--- src/rgb_pwm_regs.svh ---
// named constants for the single wire rgb pwm driver
// assumes a 50 mhz system clock and a synchronous serial line input
// Notes on behaviour
// three channels, each with 8-bit level
// reference ticks advance the brightness counter
// count one turns on non-zero channels
// channel on while counter within its level
// latch load clears counter, forces channels off
// off point follows gamma curve, not linear
// after reset channels stay off until loaded
// first two rising edges measure bit period
// bit period times bits, packet end, latch
// bit period accepted from 1.66 to 50 us
// period measurement shifts in two zero bits
// early second edge is one, late zero
// host sends thirty bits after measurement
// host ends each packet with low hold
// packet end locks register, forwards later input
// forwarded pulses regenerated with own timing
// write key 3a required for latch copy
// long low hold copies bits, restarts pwm
// channel fields at bits 23:16, 15:8, 7:0
// host sends msb first, nearest device first
// hold thresholds are bit period multiples
// brightness counter wraps and repeats frame
`ifndef RGB_PWM_REGS_SVH
`define RGB_PWM_REGS_SVH

`define SR_W 32
`define LEVEL_W 8
`define CNT_W 11
`define TMR_W 16
`define KEY_MSB 31
`define KEY_LSB 24
`define KEY_VALUE 8'h3a
`define CH0_MSB 23
`define CH0_LSB 16
`define CH1_MSB 15
`define CH1_LSB 8
`define CH2_MSB 7
`define CH2_LSB 0
`define CNT_ON_AT 11'h001
`define GAM_KNEE1 8'h08
`define GAM_KNEE2 8'h20
`define GAM_OFS1 14
`define GAM_OFS2 138
`define CLK_NS 20
`define BIT_MIN_NS 1660
`define BIT_MAX_NS 50000
`define FWD_PULSE_NS 125
`define EOS_MULT 3
`define LATCH_MULT 8
`define PWM_DIV 8
`define FWD_DEPTH 4
`define FWD_W 1

`endif

--- src/rgb_pwm_pkg.sv ---
// types shared by the single wire rgb pwm driver
// assumes nothing beyond a systemverilog compiler
package rgb_pwm_pkg;

  // serial link receive states
  typedef enum logic [1:0] {
    ST_WAIT_FIRST,
    ST_WAIT_SECOND,
    ST_BITS,
    ST_LOCKED
  } link_state_t;

endpackage : rgb_pwm_pkg

--- src/fwd_fifo.sv ---
// small first-in first-out buffer with valid and ready on both sides
// assumes one clock and a synchronous active high reset
`timescale 1ns/10ps
`default_nettype none
module fwd_fifo #(
  parameter int W = 1,
  parameter int DEPTH = 4
) (
  input wire logic clk,
  input wire logic sys_rst,
  input wire logic in_valid,
  input wire logic [W-1:0] in_data,
  output logic in_ready,
  output logic out_valid,
  output logic [W-1:0] out_data,
  input wire logic out_ready
);
  localparam int PW = (DEPTH > 1) ? $clog2(DEPTH) : 1;
  localparam int CW = $clog2(DEPTH + 1);
  localparam logic [CW-1:0] FULL_CNT = CW'(DEPTH);
  localparam logic [PW-1:0] LAST_PTR = PW'(DEPTH - 1);

  logic [W-1:0] mem_q [0:DEPTH-1];
  logic [PW-1:0] wr_q, wr_d, rd_q, rd_d;
  logic [CW-1:0] cnt_q, cnt_d;
  logic push, pop;

  // honest flags from the fill count
  assign in_ready = (cnt_q != FULL_CNT);
  assign out_valid = (cnt_q != '0);
  assign out_data = mem_q[rd_q];
  assign push = in_valid && in_ready;
  assign pop = out_valid && out_ready;

  // pointer and count updates
  always_comb begin
    wr_d = wr_q;
    rd_d = rd_q;
    cnt_d = cnt_q;
    if (push) begin
      wr_d = (wr_q == LAST_PTR) ? '0 : wr_q + PW'(1);
    end
    if (pop) begin
      rd_d = (rd_q == LAST_PTR) ? '0 : rd_q + PW'(1);
    end
    if (push && !pop) begin
      cnt_d = cnt_q + CW'(1);
    end else if (pop && !push) begin
      cnt_d = cnt_q - CW'(1);
    end
  end

  always_ff @(posedge clk) begin
    if (sys_rst) begin
      wr_q <= '0;
      rd_q <= '0;
      cnt_q <= '0;
    end else begin
      wr_q <= wr_d;
      rd_q <= rd_d;
      cnt_q <= cnt_d;
    end
  end

  // storage words, written only on an accepted push
  always_ff @(posedge clk) begin
    if (push) begin
      mem_q[wr_q] <= in_data;
    end
  end

  // buffer never overflows
  property p_no_overflow;
    @(posedge clk) disable iff (sys_rst)
    cnt_q <= FULL_CNT;
  endproperty
  a_no_overflow: assert property (p_no_overflow) else $error("fifo count above depth");

endmodule : fwd_fifo
`default_nettype wire

--- src/single_wire_rgb_pwm_driver.sv ---
// three channel gamma corrected pwm driver fed by a self-timed serial line
// assumes serial_line_in is synchronous to clk, one 50 mhz clock, synchronous reset
`timescale 1ns/10ps
`default_nettype none
`include "rgb_pwm_regs.svh"
module single_wire_rgb_pwm_driver
  import rgb_pwm_pkg::*;
#(
  parameter int CNT_W = `CNT_W,
  parameter int TMR_W = `TMR_W,
  parameter int EOS_MULT = `EOS_MULT,
  parameter int LATCH_MULT = `LATCH_MULT,
  parameter int PWM_DIV = `PWM_DIV,
  parameter int FWD_DEPTH = `FWD_DEPTH,
  parameter int FWD_W = `FWD_W
) (
  input wire logic clk,
  input wire logic sys_rst,
  input wire logic serial_line_in,
  output logic serial_line_out,
  output logic [2:0] channel_on
);
  // timing counts derived from the printed times
  localparam int BIT_MIN_I = (`BIT_MIN_NS + `CLK_NS - 1) / `CLK_NS;
  localparam int BIT_MAX_I = `BIT_MAX_NS / `CLK_NS;
  localparam int FWD_CYC_I = (`FWD_PULSE_NS + `CLK_NS - 1) / `CLK_NS;
  localparam logic [TMR_W-1:0] BIT_MIN_CYC = TMR_W'(BIT_MIN_I);
  localparam logic [TMR_W-1:0] BIT_MAX_CYC = TMR_W'(BIT_MAX_I);
  localparam logic [4:0] FWD_CYC = 5'(FWD_CYC_I);
  localparam logic [4:0] FWD_SLOT = 5'(2 * FWD_CYC_I);
  localparam logic [3:0] DIV_LAST = 4'(PWM_DIV - 1);

  // off point of a level on the gamma curve
  function automatic logic [CNT_W-1:0] gamma_off(input logic [`LEVEL_W-1:0] lv);
    logic [CNT_W-1:0] w;
    w = CNT_W'(lv);
    if (lv < `GAM_KNEE1) begin
      return CNT_W'(w * 2);
    end else if (lv < `GAM_KNEE2) begin
      return CNT_W'(w * 4 - `GAM_OFS1);
    end else begin
      return CNT_W'(w * 8 - `GAM_OFS2);
    end
  endfunction : gamma_off

  link_state_t st_q, st_d;
  logic in_q;
  logic rise;
  logic [TMR_W-1:0] timer_q, timer_d, period_q, period_d;
  logic [TMR_W-1:0] half_thr, eos_thr, latch_thr;
  logic [`SR_W-1:0] sr_q, sr_d;
  logic bit_one_q, bit_one_d;
  logic latch_go, fwd_req, key_ok, load;
  logic [`LEVEL_W-1:0] level_q [0:2];
  logic [`LEVEL_W-1:0] level_d [0:2];
  logic [`LEVEL_W-1:0] sr_field [0:2];
  logic [CNT_W-1:0] cnt_q, cnt_d;
  logic [2:0] chan_q, chan_d;
  logic [3:0] div_q, div_d;
  logic tick_q, tick_d;
  logic fwd_pend_q, fwd_pend_d;
  logic fifo_in_ready, fifo_out_valid, fifo_out_ready;
  logic [FWD_W-1:0] fifo_out_data;
  logic [4:0] pg_q, pg_d;
  logic pulse_bit_q, pulse_bit_d;
  logic out_q, out_d;

  assign rise = serial_line_in && !in_q;
  assign half_thr = period_q >> 1;
  // hold thresholds
  assign eos_thr = TMR_W'(period_q * EOS_MULT);
  assign latch_thr = TMR_W'(period_q * LATCH_MULT);
  // key check
  assign key_ok = (sr_q[`KEY_MSB:`KEY_LSB] == `KEY_VALUE);
  assign load = latch_go && key_ok;
  // channel field split
  assign sr_field[0] = sr_q[`CH0_MSB:`CH0_LSB];
  assign sr_field[1] = sr_q[`CH1_MSB:`CH1_LSB];
  assign sr_field[2] = sr_q[`CH2_MSB:`CH2_LSB];

  // serial receive: period measure, bit decode, lock and latch detection
  always_comb begin
    st_d = st_q;
    timer_d = (timer_q == '1) ? timer_q : timer_q + TMR_W'(1);
    period_d = period_q;
    sr_d = sr_q;
    bit_one_d = bit_one_q;
    latch_go = 1'b0;
    fwd_req = 1'b0;
    unique case (st_q)
      ST_WAIT_FIRST: begin
        timer_d = '0;
        if (rise) begin
          st_d = ST_WAIT_SECOND;
          timer_d = TMR_W'(1); // edge cycle counts, so timer equals spacing
        end
      end
      ST_WAIT_SECOND: begin
        if (rise) begin
          // too short restarts measure
          if (timer_q < BIT_MIN_CYC) begin
            timer_d = TMR_W'(1);
          end else begin
            // store bit period
            period_d = timer_q;
            // two zero bits
            sr_d = {sr_q[`SR_W-3:0], 2'b00};
            timer_d = TMR_W'(1);
            bit_one_d = 1'b0;
            st_d = ST_BITS;
          end
        end else if (timer_q > BIT_MAX_CYC) begin
          // too long abandons measure
          st_d = ST_WAIT_FIRST;
        end
      end
      ST_BITS: begin
        if (rise) begin
          // early edge marks one
          if (timer_q < half_thr && !bit_one_q) begin
            bit_one_d = 1'b1;
          end else begin
            // new bit starts
            sr_d = {sr_q[`SR_W-2:0], bit_one_q};
            bit_one_d = 1'b0;
            timer_d = TMR_W'(1);
          end
        end else if (!serial_line_in && timer_q >= eos_thr) begin
          // lock on packet end
          sr_d = {sr_q[`SR_W-2:0], bit_one_q};
          bit_one_d = 1'b0;
          st_d = ST_LOCKED;
        end
      end
      ST_LOCKED: begin
        if (rise) begin
          // forward later edges
          fwd_req = 1'b1;
          timer_d = TMR_W'(1);
        end else if (!serial_line_in && timer_q >= latch_thr) begin
          // latch hold seen
          latch_go = 1'b1;
          timer_d = '0;
          st_d = ST_WAIT_FIRST;
        end
      end
    endcase
  end

  always_ff @(posedge clk) begin
    if (sys_rst) begin
      st_q <= ST_WAIT_FIRST;
      in_q <= 1'b0;
      timer_q <= '0;
      period_q <= '0;
      sr_q <= '0;
      bit_one_q <= 1'b0;
    end else begin
      st_q <= st_d;
      in_q <= serial_line_in;
      timer_q <= timer_d;
      period_q <= period_d;
      sr_q <= sr_d;
      bit_one_q <= bit_one_d;
    end
  end

  // reference tick divider, brightness counter, levels and channel drive
  always_comb begin
    div_d = (div_q == DIV_LAST) ? 4'h0 : div_q + 4'h1;
    tick_d = (div_q == DIV_LAST);
    cnt_d = cnt_q;
    chan_d = chan_q;
    for (int i = 0; i < 3; i++) begin
      level_d[i] = level_q[i];
    end
    if (load) begin
      // copy levels
      for (int i = 0; i < 3; i++) begin
        level_d[i] = sr_field[i];
      end
      // restart and force off
      cnt_d = '0;
      chan_d = 3'h0;
    end else if (tick_q) begin
      // count and wrap
      cnt_d = cnt_q + CNT_W'(1);
      for (int i = 0; i < 3; i++) begin
        // on window
        chan_d[i] = (level_q[i] != '0) && (cnt_d >= `CNT_ON_AT)
                    && (cnt_d < gamma_off(level_q[i]));
      end
    end
  end

  always_ff @(posedge clk) begin
    if (sys_rst) begin
      div_q <= 4'h0;
      tick_q <= 1'b0;
      cnt_q <= '0;
      // reset to dark
      chan_q <= 3'h0;
      for (int i = 0; i < 3; i++) begin
        level_q[i] <= '0;
      end
    end else begin
      div_q <= div_d;
      tick_q <= tick_d;
      cnt_q <= cnt_d;
      chan_q <= chan_d;
      for (int i = 0; i < 3; i++) begin
        level_q[i] <= level_d[i];
      end
    end
  end

  // forwarded edges wait in a small buffer for the pulse generator
  fwd_fifo #(
    .W(FWD_W),
    .DEPTH(FWD_DEPTH)
  ) u_fwd_fifo (
    .clk(clk),
    .sys_rst(sys_rst),
    .in_valid(fwd_pend_q),
    .in_data(FWD_W'(1)),
    .in_ready(fifo_in_ready),
    .out_valid(fifo_out_valid),
    .out_data(fifo_out_data),
    .out_ready(fifo_out_ready)
  );

  assign fifo_out_ready = (pg_q == 5'h00);

  // regenerated fixed pulses
  always_comb begin
    fwd_pend_d = (fwd_pend_q && !fifo_in_ready) || fwd_req;
    pg_d = (pg_q == 5'h00) ? 5'h00 : pg_q - 5'h01;
    pulse_bit_d = pulse_bit_q;
    if (fifo_out_valid && fifo_out_ready) begin
      pg_d = FWD_SLOT;
      pulse_bit_d = fifo_out_data[0];
    end
    out_d = (pg_d > FWD_CYC) && pulse_bit_d;
  end

  always_ff @(posedge clk) begin
    if (sys_rst) begin
      fwd_pend_q <= 1'b0;
      pg_q <= 5'h00;
      pulse_bit_q <= 1'b0;
      out_q <= 1'b0;
    end else begin
      fwd_pend_q <= fwd_pend_d;
      pg_q <= pg_d;
      pulse_bit_q <= pulse_bit_d;
      out_q <= out_d;
    end
  end

  assign serial_line_out = out_q;
  assign channel_on = chan_q;

  // checks on the behaviour above
  property p_load_clears;
    @(posedge clk) disable iff (sys_rst)
    load |=> (cnt_q == '0) && (chan_q == 3'h0);
  endproperty
  a_load_clears: assert property (p_load_clears) else $error("load did not clear pwm");

  property p_on_needs_count;
    @(posedge clk) disable iff (sys_rst)
    (chan_q != 3'h0) |-> (cnt_q >= `CNT_ON_AT);
  endproperty
  a_on_needs_count: assert property (p_on_needs_count) else $error("channel on at count zero");

  property p_zero_dark;
    @(posedge clk) disable iff (sys_rst)
    (level_q[0] == '0) |-> !chan_q[0];
  endproperty
  a_zero_dark: assert property (p_zero_dark) else $error("zero level channel lit");

  property p_gamma_window;
    @(posedge clk) disable iff (sys_rst)
    chan_q[1] |-> (cnt_q < gamma_off(level_q[1]));
  endproperty
  a_gamma_window: assert property (p_gamma_window) else $error("channel past off point");

  property p_count_step;
    @(posedge clk) disable iff (sys_rst)
    (tick_q && !load) |=> (cnt_q == CNT_W'($past(cnt_q) + CNT_W'(1)));
  endproperty
  a_count_step: assert property (p_count_step) else $error("counter did not step");

  property p_period_store;
    @(posedge clk) disable iff (sys_rst)
    (st_q == ST_WAIT_SECOND && rise && timer_q >= BIT_MIN_CYC)
      |=> (period_q == $past(timer_q)) && (st_q == ST_BITS) && (sr_q[1:0] == 2'b00);
  endproperty
  a_period_store: assert property (p_period_store) else $error("period not stored");

  property p_early_one;
    @(posedge clk) disable iff (sys_rst)
    (st_q == ST_BITS && rise && timer_q < half_thr && !bit_one_q) |=> bit_one_q;
  endproperty
  a_early_one: assert property (p_early_one) else $error("early edge not one");

  property p_bad_key_keeps;
    @(posedge clk) disable iff (sys_rst)
    (latch_go && !key_ok) |=> (level_q[0] == $past(level_q[0]))
      && (level_q[2] == $past(level_q[2]));
  endproperty
  a_bad_key_keeps: assert property (p_bad_key_keeps) else $error("bad key changed level");

  property p_field_map;
    @(posedge clk) disable iff (sys_rst)
    load |=> (level_q[0] == $past(sr_q[`CH0_MSB:`CH0_LSB]))
      && (level_q[2] == $past(sr_q[`CH2_MSB:`CH2_LSB]));
  endproperty
  a_field_map: assert property (p_field_map) else $error("field mapping wrong");

  property p_pulse_width;
    @(posedge clk) disable iff (sys_rst)
    $rose(out_q) |-> out_q [*7] ##1 !out_q;
  endproperty
  a_pulse_width: assert property (p_pulse_width) else $error("forward pulse width wrong");

  property p_forward;
    @(posedge clk) disable iff (sys_rst)
    (st_q == ST_LOCKED && rise) |=> fwd_pend_q;
  endproperty
  a_forward: assert property (p_forward) else $error("locked edge not forwarded");

  property p_period_range;
    @(posedge clk) disable iff (sys_rst)
    (st_q == ST_BITS) |-> (period_q >= BIT_MIN_CYC) && (period_q <= BIT_MAX_CYC + TMR_W'(1));
  endproperty
  a_period_range: assert property (p_period_range) else $error("period out of range");

  c_load: cover property (@(posedge clk) disable iff (sys_rst) load);
  c_lock: cover property (@(posedge clk) disable iff (sys_rst)
    st_q == ST_BITS ##1 st_q == ST_LOCKED);
  c_fwd_pulse: cover property (@(posedge clk) disable iff (sys_rst) $rose(out_q));
  c_lit: cover property (@(posedge clk) disable iff (sys_rst) chan_q == 3'h7);

endmodule : single_wire_rgb_pwm_driver
`default_nettype wire

--- config.mk ---
export PLATFORM = sky130hd
export DESIGN_NAME = single_wire_rgb_pwm_driver
export DESIGN_NICKNAME = d
export VERILOG_FILES = /design/src/rgb_pwm_pkg.sv /design/src/fwd_fifo.sv /design/src/single_wire_rgb_pwm_driver.sv
export VERILOG_INCLUDE_DIRS = /design/src
export SDC_FILE = /design/constraint.sdc
export NUM_CORES = 1
export LEC_CHECK = 0
export BUFFER_PORTS_ARGS = -buffer_cell sky130_fd_sc_hd__clkbuf_2
export CORE_MARGIN = 2
export CORE_UTILIZATION = 50
export CTS_BUF_LIST = sky130_fd_sc_hd__clkbuf_2
export CTS_CLUSTER_DIAMETER = 40
export DETAILED_ROUTE_END_ITERATION = 8
export PLACE_DENSITY_LB_ADDON = 0.2
export SLEW_MARGIN = 10
export SYNTH_ARGS = -nofsm -noshare
export SYNTH_HDL_FRONTEND = slang
export SYNTH_HIERARCHICAL = 1
export SYNTH_SLANG_ARGS = --single-unit
--- constraint.sdc ---
create_clock -name clk -period 5.55 [get_ports clk]
set_input_delay 0.2775 -clock clk [delete_from_list [all_inputs] [get_ports clk]]
set_output_delay 0.2775 -clock clk [all_outputs]
set_load 0.01 [all_outputs]
; After elaboration in Yosys (flattened, before gate mapping)
; Memory sizes are Yosys's and may differ from the RTL's.
; Cells that the tools add are included.
[totals]
elab_cells = 163
ff_bits = 98
in_bits = 3
output_inout_bits = 4
memories = 1
mem_bits_rw = 24
[op_classes]
n_addsub = 12
n_eq_ne = 18
reduce_logical = 38
mux = 58
bitwise_logic = 4
mul = 1
order_cmp = 16
[mem_list]
columns = memory, words, word_bits, read_ports, rd_ports_with_merged_regs, write_ports, line
row1 = level_q, 3, 8, 3, 0, 3, single_wire_rgb_pwm_driver.sv:54  ; logic [`LEVEL_W-1:0] level_q [0:2];
[ops]
columns = op, count
row1 = 32-bit two-way mux, 5
row2 = 11-bit two-way mux, 12
row3 = 16-bit two-way mux, 6
row4 = 16-bit one-hot mux with 4 select lines, 1
row5 = 32-bit one-hot mux with 2 select lines, 1
row6 = 11-bit < comparator, 3
row7 = 10-bit by 4-bit subtractor with 11-bit output (second input constant), 3
row8 = 11-bit by 8-bit subtractor with 11-bit output (second input constant), 3
row9 = 16-bit >= comparator, 2
row10 = 8-bit by 4-bit < comparator with 1-bit output (second input constant), 3
row11 = 8-bit by 6-bit < comparator with 1-bit output (second input constant), 3
row12 = 24-bit two-way mux, 1
row13 = 8-bit two-way mux, 3
row14 = 8-bit nonzero test, 3
row15 = 1-bit logical AND, 17
row16 = 16-bit by 1-bit adder with 16-bit output (second input constant), 1
row17 = 16-bit equality test (second input constant), 1
row18 = 16-bit by 12-bit greater-than comparator with 1-bit output (second input constant), 1
row19 = 16-bit by 15-bit < comparator with 1-bit output, 1
row20 = 16-bit by 7-bit < comparator with 1-bit output (second input constant), 1
row21 = 16-bit by 2-bit multiplier with 16-bit output (second input constant), 1
row22 = 2-bit two-way mux, 8
row23 = 1-bit two-way mux, 15
row24 = 3-bit inequality test (second input constant), 5
row25 = 29 further kinds, 47

; Longest topological paths before layout
[depth]
word_depth = 9
depth_mapped = 19
ltp_nobuf = 17

; Cells and area by module
; Netlist, hierarchy kept.
[modules_own_cells]
columns = mod, cells_per_inst, area_per_inst_um2, instances, seq_area_each_um2
row1 = single_wire_rgb_pwm_driver, 1015, 8720.9, 1, 2382.3
row2 = fwd_fifo, 53, 626.9, 1, 300.3

; Least setup slack after synthesis
; Ideal clock, no wire load.
[synth_path]
path_type = register to register
start = register period_q[1]
end = register sr_q[30]
arrival_time_ns = 3.954
setup_slack_ns = 1.453
stages_incl_launch_ff = 20
setup_ns = 0.144
n_path_buf = 2
period_less_slack_ns = 4.097
required_ns = 5.406
cell_sequence = dfxtp_1 -> ha_1 -> fa_1 -> a211oi_1 -> o21ai_0 -> o21a_1 -> a221o_1 -> a21o_1 -> a21oi_1 -> xor2_1 -> ha_1 -> a21o_1 -> a21o_1 -> a21o_1 -> o32a_1 -> o31a_1 -> buf_6 -> buf_6 -> a21oi_1 -> a311oi_2
[synth_via]
elab_chain_cells = 5
elab_cells_between_ends = 8
classes_between = mul (1) / order compare (2) / eq/ne (2) / reduce/logical (3)
[synth_lines]
columns = element, line
row1 = start: declaration, single_wire_rgb_pwm_driver.sv:49  ; logic [TMR_W-1:0] timer_q, timer_d, period_q, period_d;
row2 = start signal: assignment, single_wire_rgb_pwm_driver.sv:162  ; period_q <= period_d;
row3 = 16-bit by 2-bit multiplier with 16-bit output, single_wire_rgb_pwm_driver.sv:71  ; assign eos_thr = TMR_W'(period_q * EOS_MULT);
row4 = 16-bit >= comparator, single_wire_rgb_pwm_driver.sv:128  ; end else if (!serial_line_in && timer_q >= eos_thr) begin
row5 = 1-bit logical AND, single_wire_rgb_pwm_driver.sv:128
row6 = 3-bit inequality test (no line), n/a
row7 = 5-bit AND reduction (no line) (*), n/a
row8 = end signal: assignment, single_wire_rgb_pwm_driver.sv:163  ; sr_q <= sr_d;
row9 = end: declaration, single_wire_rgb_pwm_driver.sv:51  ; logic [`SR_W-1:0] sr_q, sr_d;
; Mark *: on every way between the ends. The rest lies on a longest branch, timed or not.
; A chain may end at the register's enable or synchronous reset.

; Final worst setup path
; Same ends and word-level chain as after synthesis.

==> results.py <==
metrics = {
    "power_and_ir_drop": {
        "power.leakage_nw": 4.039,
        "ir_drop_v": 0.0002344,
        "cellPowerDensity_nw_per_um2": 200.7,
        "fin_total_pwr_mw": 1.958,
    },
    "critical_path": {
        "startpoint_type": "flop",
        "cp-end-kind": "flop",
        "crit_arrival_ns": 5.51,
        "critPathKind": "reg -> reg",
        "critPathMaxFanout": 62,
        "required_ns": 6.20,
    },
    "global_route": {
        "track_usage_pct": 20.20,
        "antenna_found_initial": 1,
        "grt_pass1_vias": 6775,
        "grt_pass1_wl_um": 33240,
        "grt_remaining_overflow": 0,
        "grt_max_degree": 64,
    },
    "synthesis": {
        "ys_seq_elements": 132,
        "synth_cells": 1068,
        "synthFlopType": "dfxtp_1",
        "syn_area_per_cell_um2": 8.753,
        "synth_common_cells": "dfxtp_1 (128), nor2_1 (115), ha_1 (105)",
        "synth_top_area_share_pct": 27.41,
        "synth_area_um2": 9348,
        "async_flop_share_pct": 0,
        "ys_warn_count": 6,
        "synth.most_common_cell": "dfxtp_1",
        "synthTopCellsByArea": "dfxtp_1 (27%), ha_1 (14%), mux2i_1 (6.7%)",
        "post-synth-top-area-cell": "dfxtp_1",
        "synth-edff-count": 4,
        "synth_cell_types": 81,
        "seq_area_frac_synth_pct": 28.70,
    },
    "die": {
        "floorplan.initialDensity_pct": 50.48,
        "io-pin-count": 7,
        "die_h_um": 140.7,
        "core_area_um2": 18520,
        "fp.dieW_um": 140.7,
        "die_area_um2": 19800,
        "num_rows": 50,
    },
    "timing": {
        "rsz0062_at_grt": "no",
        "relSlewSlack_pct": 27.68,
        "setup_viol": 0,
        "hold_viol": 0,
        "fin_crit_ns": 4.858,
        "fmax_mhz": 205.9,
        "skew_ns": 0.03076,
        "final_max_slew_viol_count": 0,
        "period_share_pct": 87.53,
        "timing.setup.tns_ns": 0,
        "tightestPinTransition_ns": 1.077,
    },
    "clock_tree": {
        "cts.sinks": 132,
        "cts-resized-gates": 0,
        "cts_inserted_buffers": 17,
        "htreeDepth": 4,
        "cts-root-buf": "clkbuf_2",
        "cts_tree": "built",
        "clock_latency_ns": 0.73,
        "cts_max_path_buffers": 2,
        "clk_pin_slew_ns": 0.25,
    },
    "outcome": {
        "outcome": "complete, no violations",
    },
    "placed_design": {
        "gp_congestion": 0.8129,
        "dp_hpwl_um": 13590,
        "io_buffers": 6,
    },
    "layout": {
        "multiInputGateArea_um2": 6185,
        "register_area_um2": 2683,
        "fin_nets": 1154,
        "drive_gt1_share_pct": 11.83,
        "syn_to_final_growth_pct": 4.364,
        "n_fill_cell": 1744,
    },
    "route": {
        "first_iter_violations": 503,
        "vias_per_cell": 5.682,
        "vias": 7341,
        "drt-total-wl_um": 19290,
        "wire_per_inst_um": 14.93,
        "drc": 0,
        "drtAntennaViolNets": 0,
        "dr.pass1.iters": 5,
    },
    "min_path": {
        "hp-class": "in -> reg",
    },
    "flow_run": {
        "maxCapViolCount": 0,
    },
}
[worst paths after layout]
check	from	end	slack, ns	depth (start not counted)
worst max register to register	period_q[1]	sr_q[30]	0.69	15
worst max-delay path	period_q[1]	sr_q[30]	0.69	15
worst min-delay path	sys_rst	period_q[5]	0.06	2
worst min register to register	pulse_bit_q	pulse_bit_q	0.48	2
[cells by family (layout without fill, tap and decap cells)]
| logic type | after synthesis | in the layout | share of synthesized area (%) |
|---|---|---|---|
| mux | 65 | 65 | 7.107 |
| buf+inv | 113 | 99 | 5.448 |
| other cells | 1 | 5 | 0.04012 |
| simple gates | 343 | 343 | 18.46 |
| fa+ha+maj | 107 | 107 | 14.48 |
| flops | 132 | 132 | 28.70 |
| compound gates | 258 | 258 | 21.18 |
| xor+xnor | 49 | 49 | 4.591 |
[state kept, by name, summed over array words and instances (netlist names), 2 cells and up, named ones only]
register	count
u_fwd_fifo/wr_q	2
level_q	24
u_fwd_fifo/mem_q	4
sr_q	32
cnt_q	11
period_q	16
pg_q	5
u_fwd_fifo/cnt_q	3
div_q	4
channel_on	3
u_fwd_fifo/rd_q	2
timer_q	16
[cells in the final DEF, fill, tap and decap left out, drive strengths merged, types with 4 or more instances in the layout]
cell type  netlist  layout
and4             4       4
a311oi          32      32
o21a             6       6
conb             1       4
a21o            18      18
nor2           115     115
a221oi           4       4
a211oi           8       8
nand4           19      19
dfxtp          128     128
o21bai           4       4
xnor2           21      21
or3             10      10
a31oi            5       5
nor4             8       8
nor3b           10      10
nand2b          21      21
edfxtp           4       4
xor2            28      28
buf             24       9
nand3           22      22
nor3            22      22
nor2b            9       9
inv             52      62
o211ai           5       5
o21ai           37      37
clkbuf          37      22
or4              6       6
o31ai            7       7
ha             105     105
nand2           69      69
nand3b           4       4
and3            13      13
mux2i           63      63
a21oi          106     106
[cell type report]
type / instances / share of cell area [%]
multi-input combinational: 826 / 63.40
sequential: 132 / 27.50
tap: 234 / 3.001
clock inverter: 15 / 2.155
inverter: 52 / 2.001
timing repair buffer: 15 / 1.052
clock buffer: 17 / 0.8721
antenna: 1 / 0.02565
[timing repair]
| item | in CTS | in global routing |
|---|---|---|
| buffers inserted | 0 | 0 |
| endpoints found under the hold margin | 1 | 0 |
| hold buffers | 1 | 0 |
| endpoints found under the setup margin | 0 | 0 |
[stage by stage]
step	utilization, %	hold slack (ns)	setup slack [ns]	area, um^2	instances
floorplan	-	0.4249	1.453	9359	1071
global placement	51.02	0.4475	0.8999	9448	1258
detailed placement	51.02	0.4533	0.7923	9448	1258
CTS	52.67	0.02674	0.6994	9753	1291
global route	52.68	0.02971	0.2973	9756	1292
finish	52.68	0.05912	0.6923	9756	1292
[layer usage]
metal  part of all wire [%]  global-route usage [%]
met1                     51                   29.08
met2                     46                   31.71
met4                   0.55                   4.053
met3                    3.0                   3.872
met5                      0                       0
[report_power, final]
part | internal [mW] | total, mW | switching, mW
Sequential | 0.993 | 1.03 | 0.0339
Clock | 0.277 | 0.709 | 0.432
Combinational | 0.0965 | 0.222 | 0.126
Total | 1.37 | 1.96 | 0.592
[worst max-delay path, stage by stage, from the launching register on]
cell and delay, ns:
dfxtp_1 0.42, ha_1 0.24, fa_1 0.44, a211oi_1 0.30, o21ai_0 0.14, o21a_1 0.15
a221o_1 0.38, xnor2_1 0.15, ha_1 0.31, nand4_1 0.12, or4_1 0.53, o21ai_1 0.26
o31a_2 0.18, buf_4 0.70, a21oi_1 0.16, a311oi_2 0.26
No activity file was read; power rests on OpenSTA's default activity.
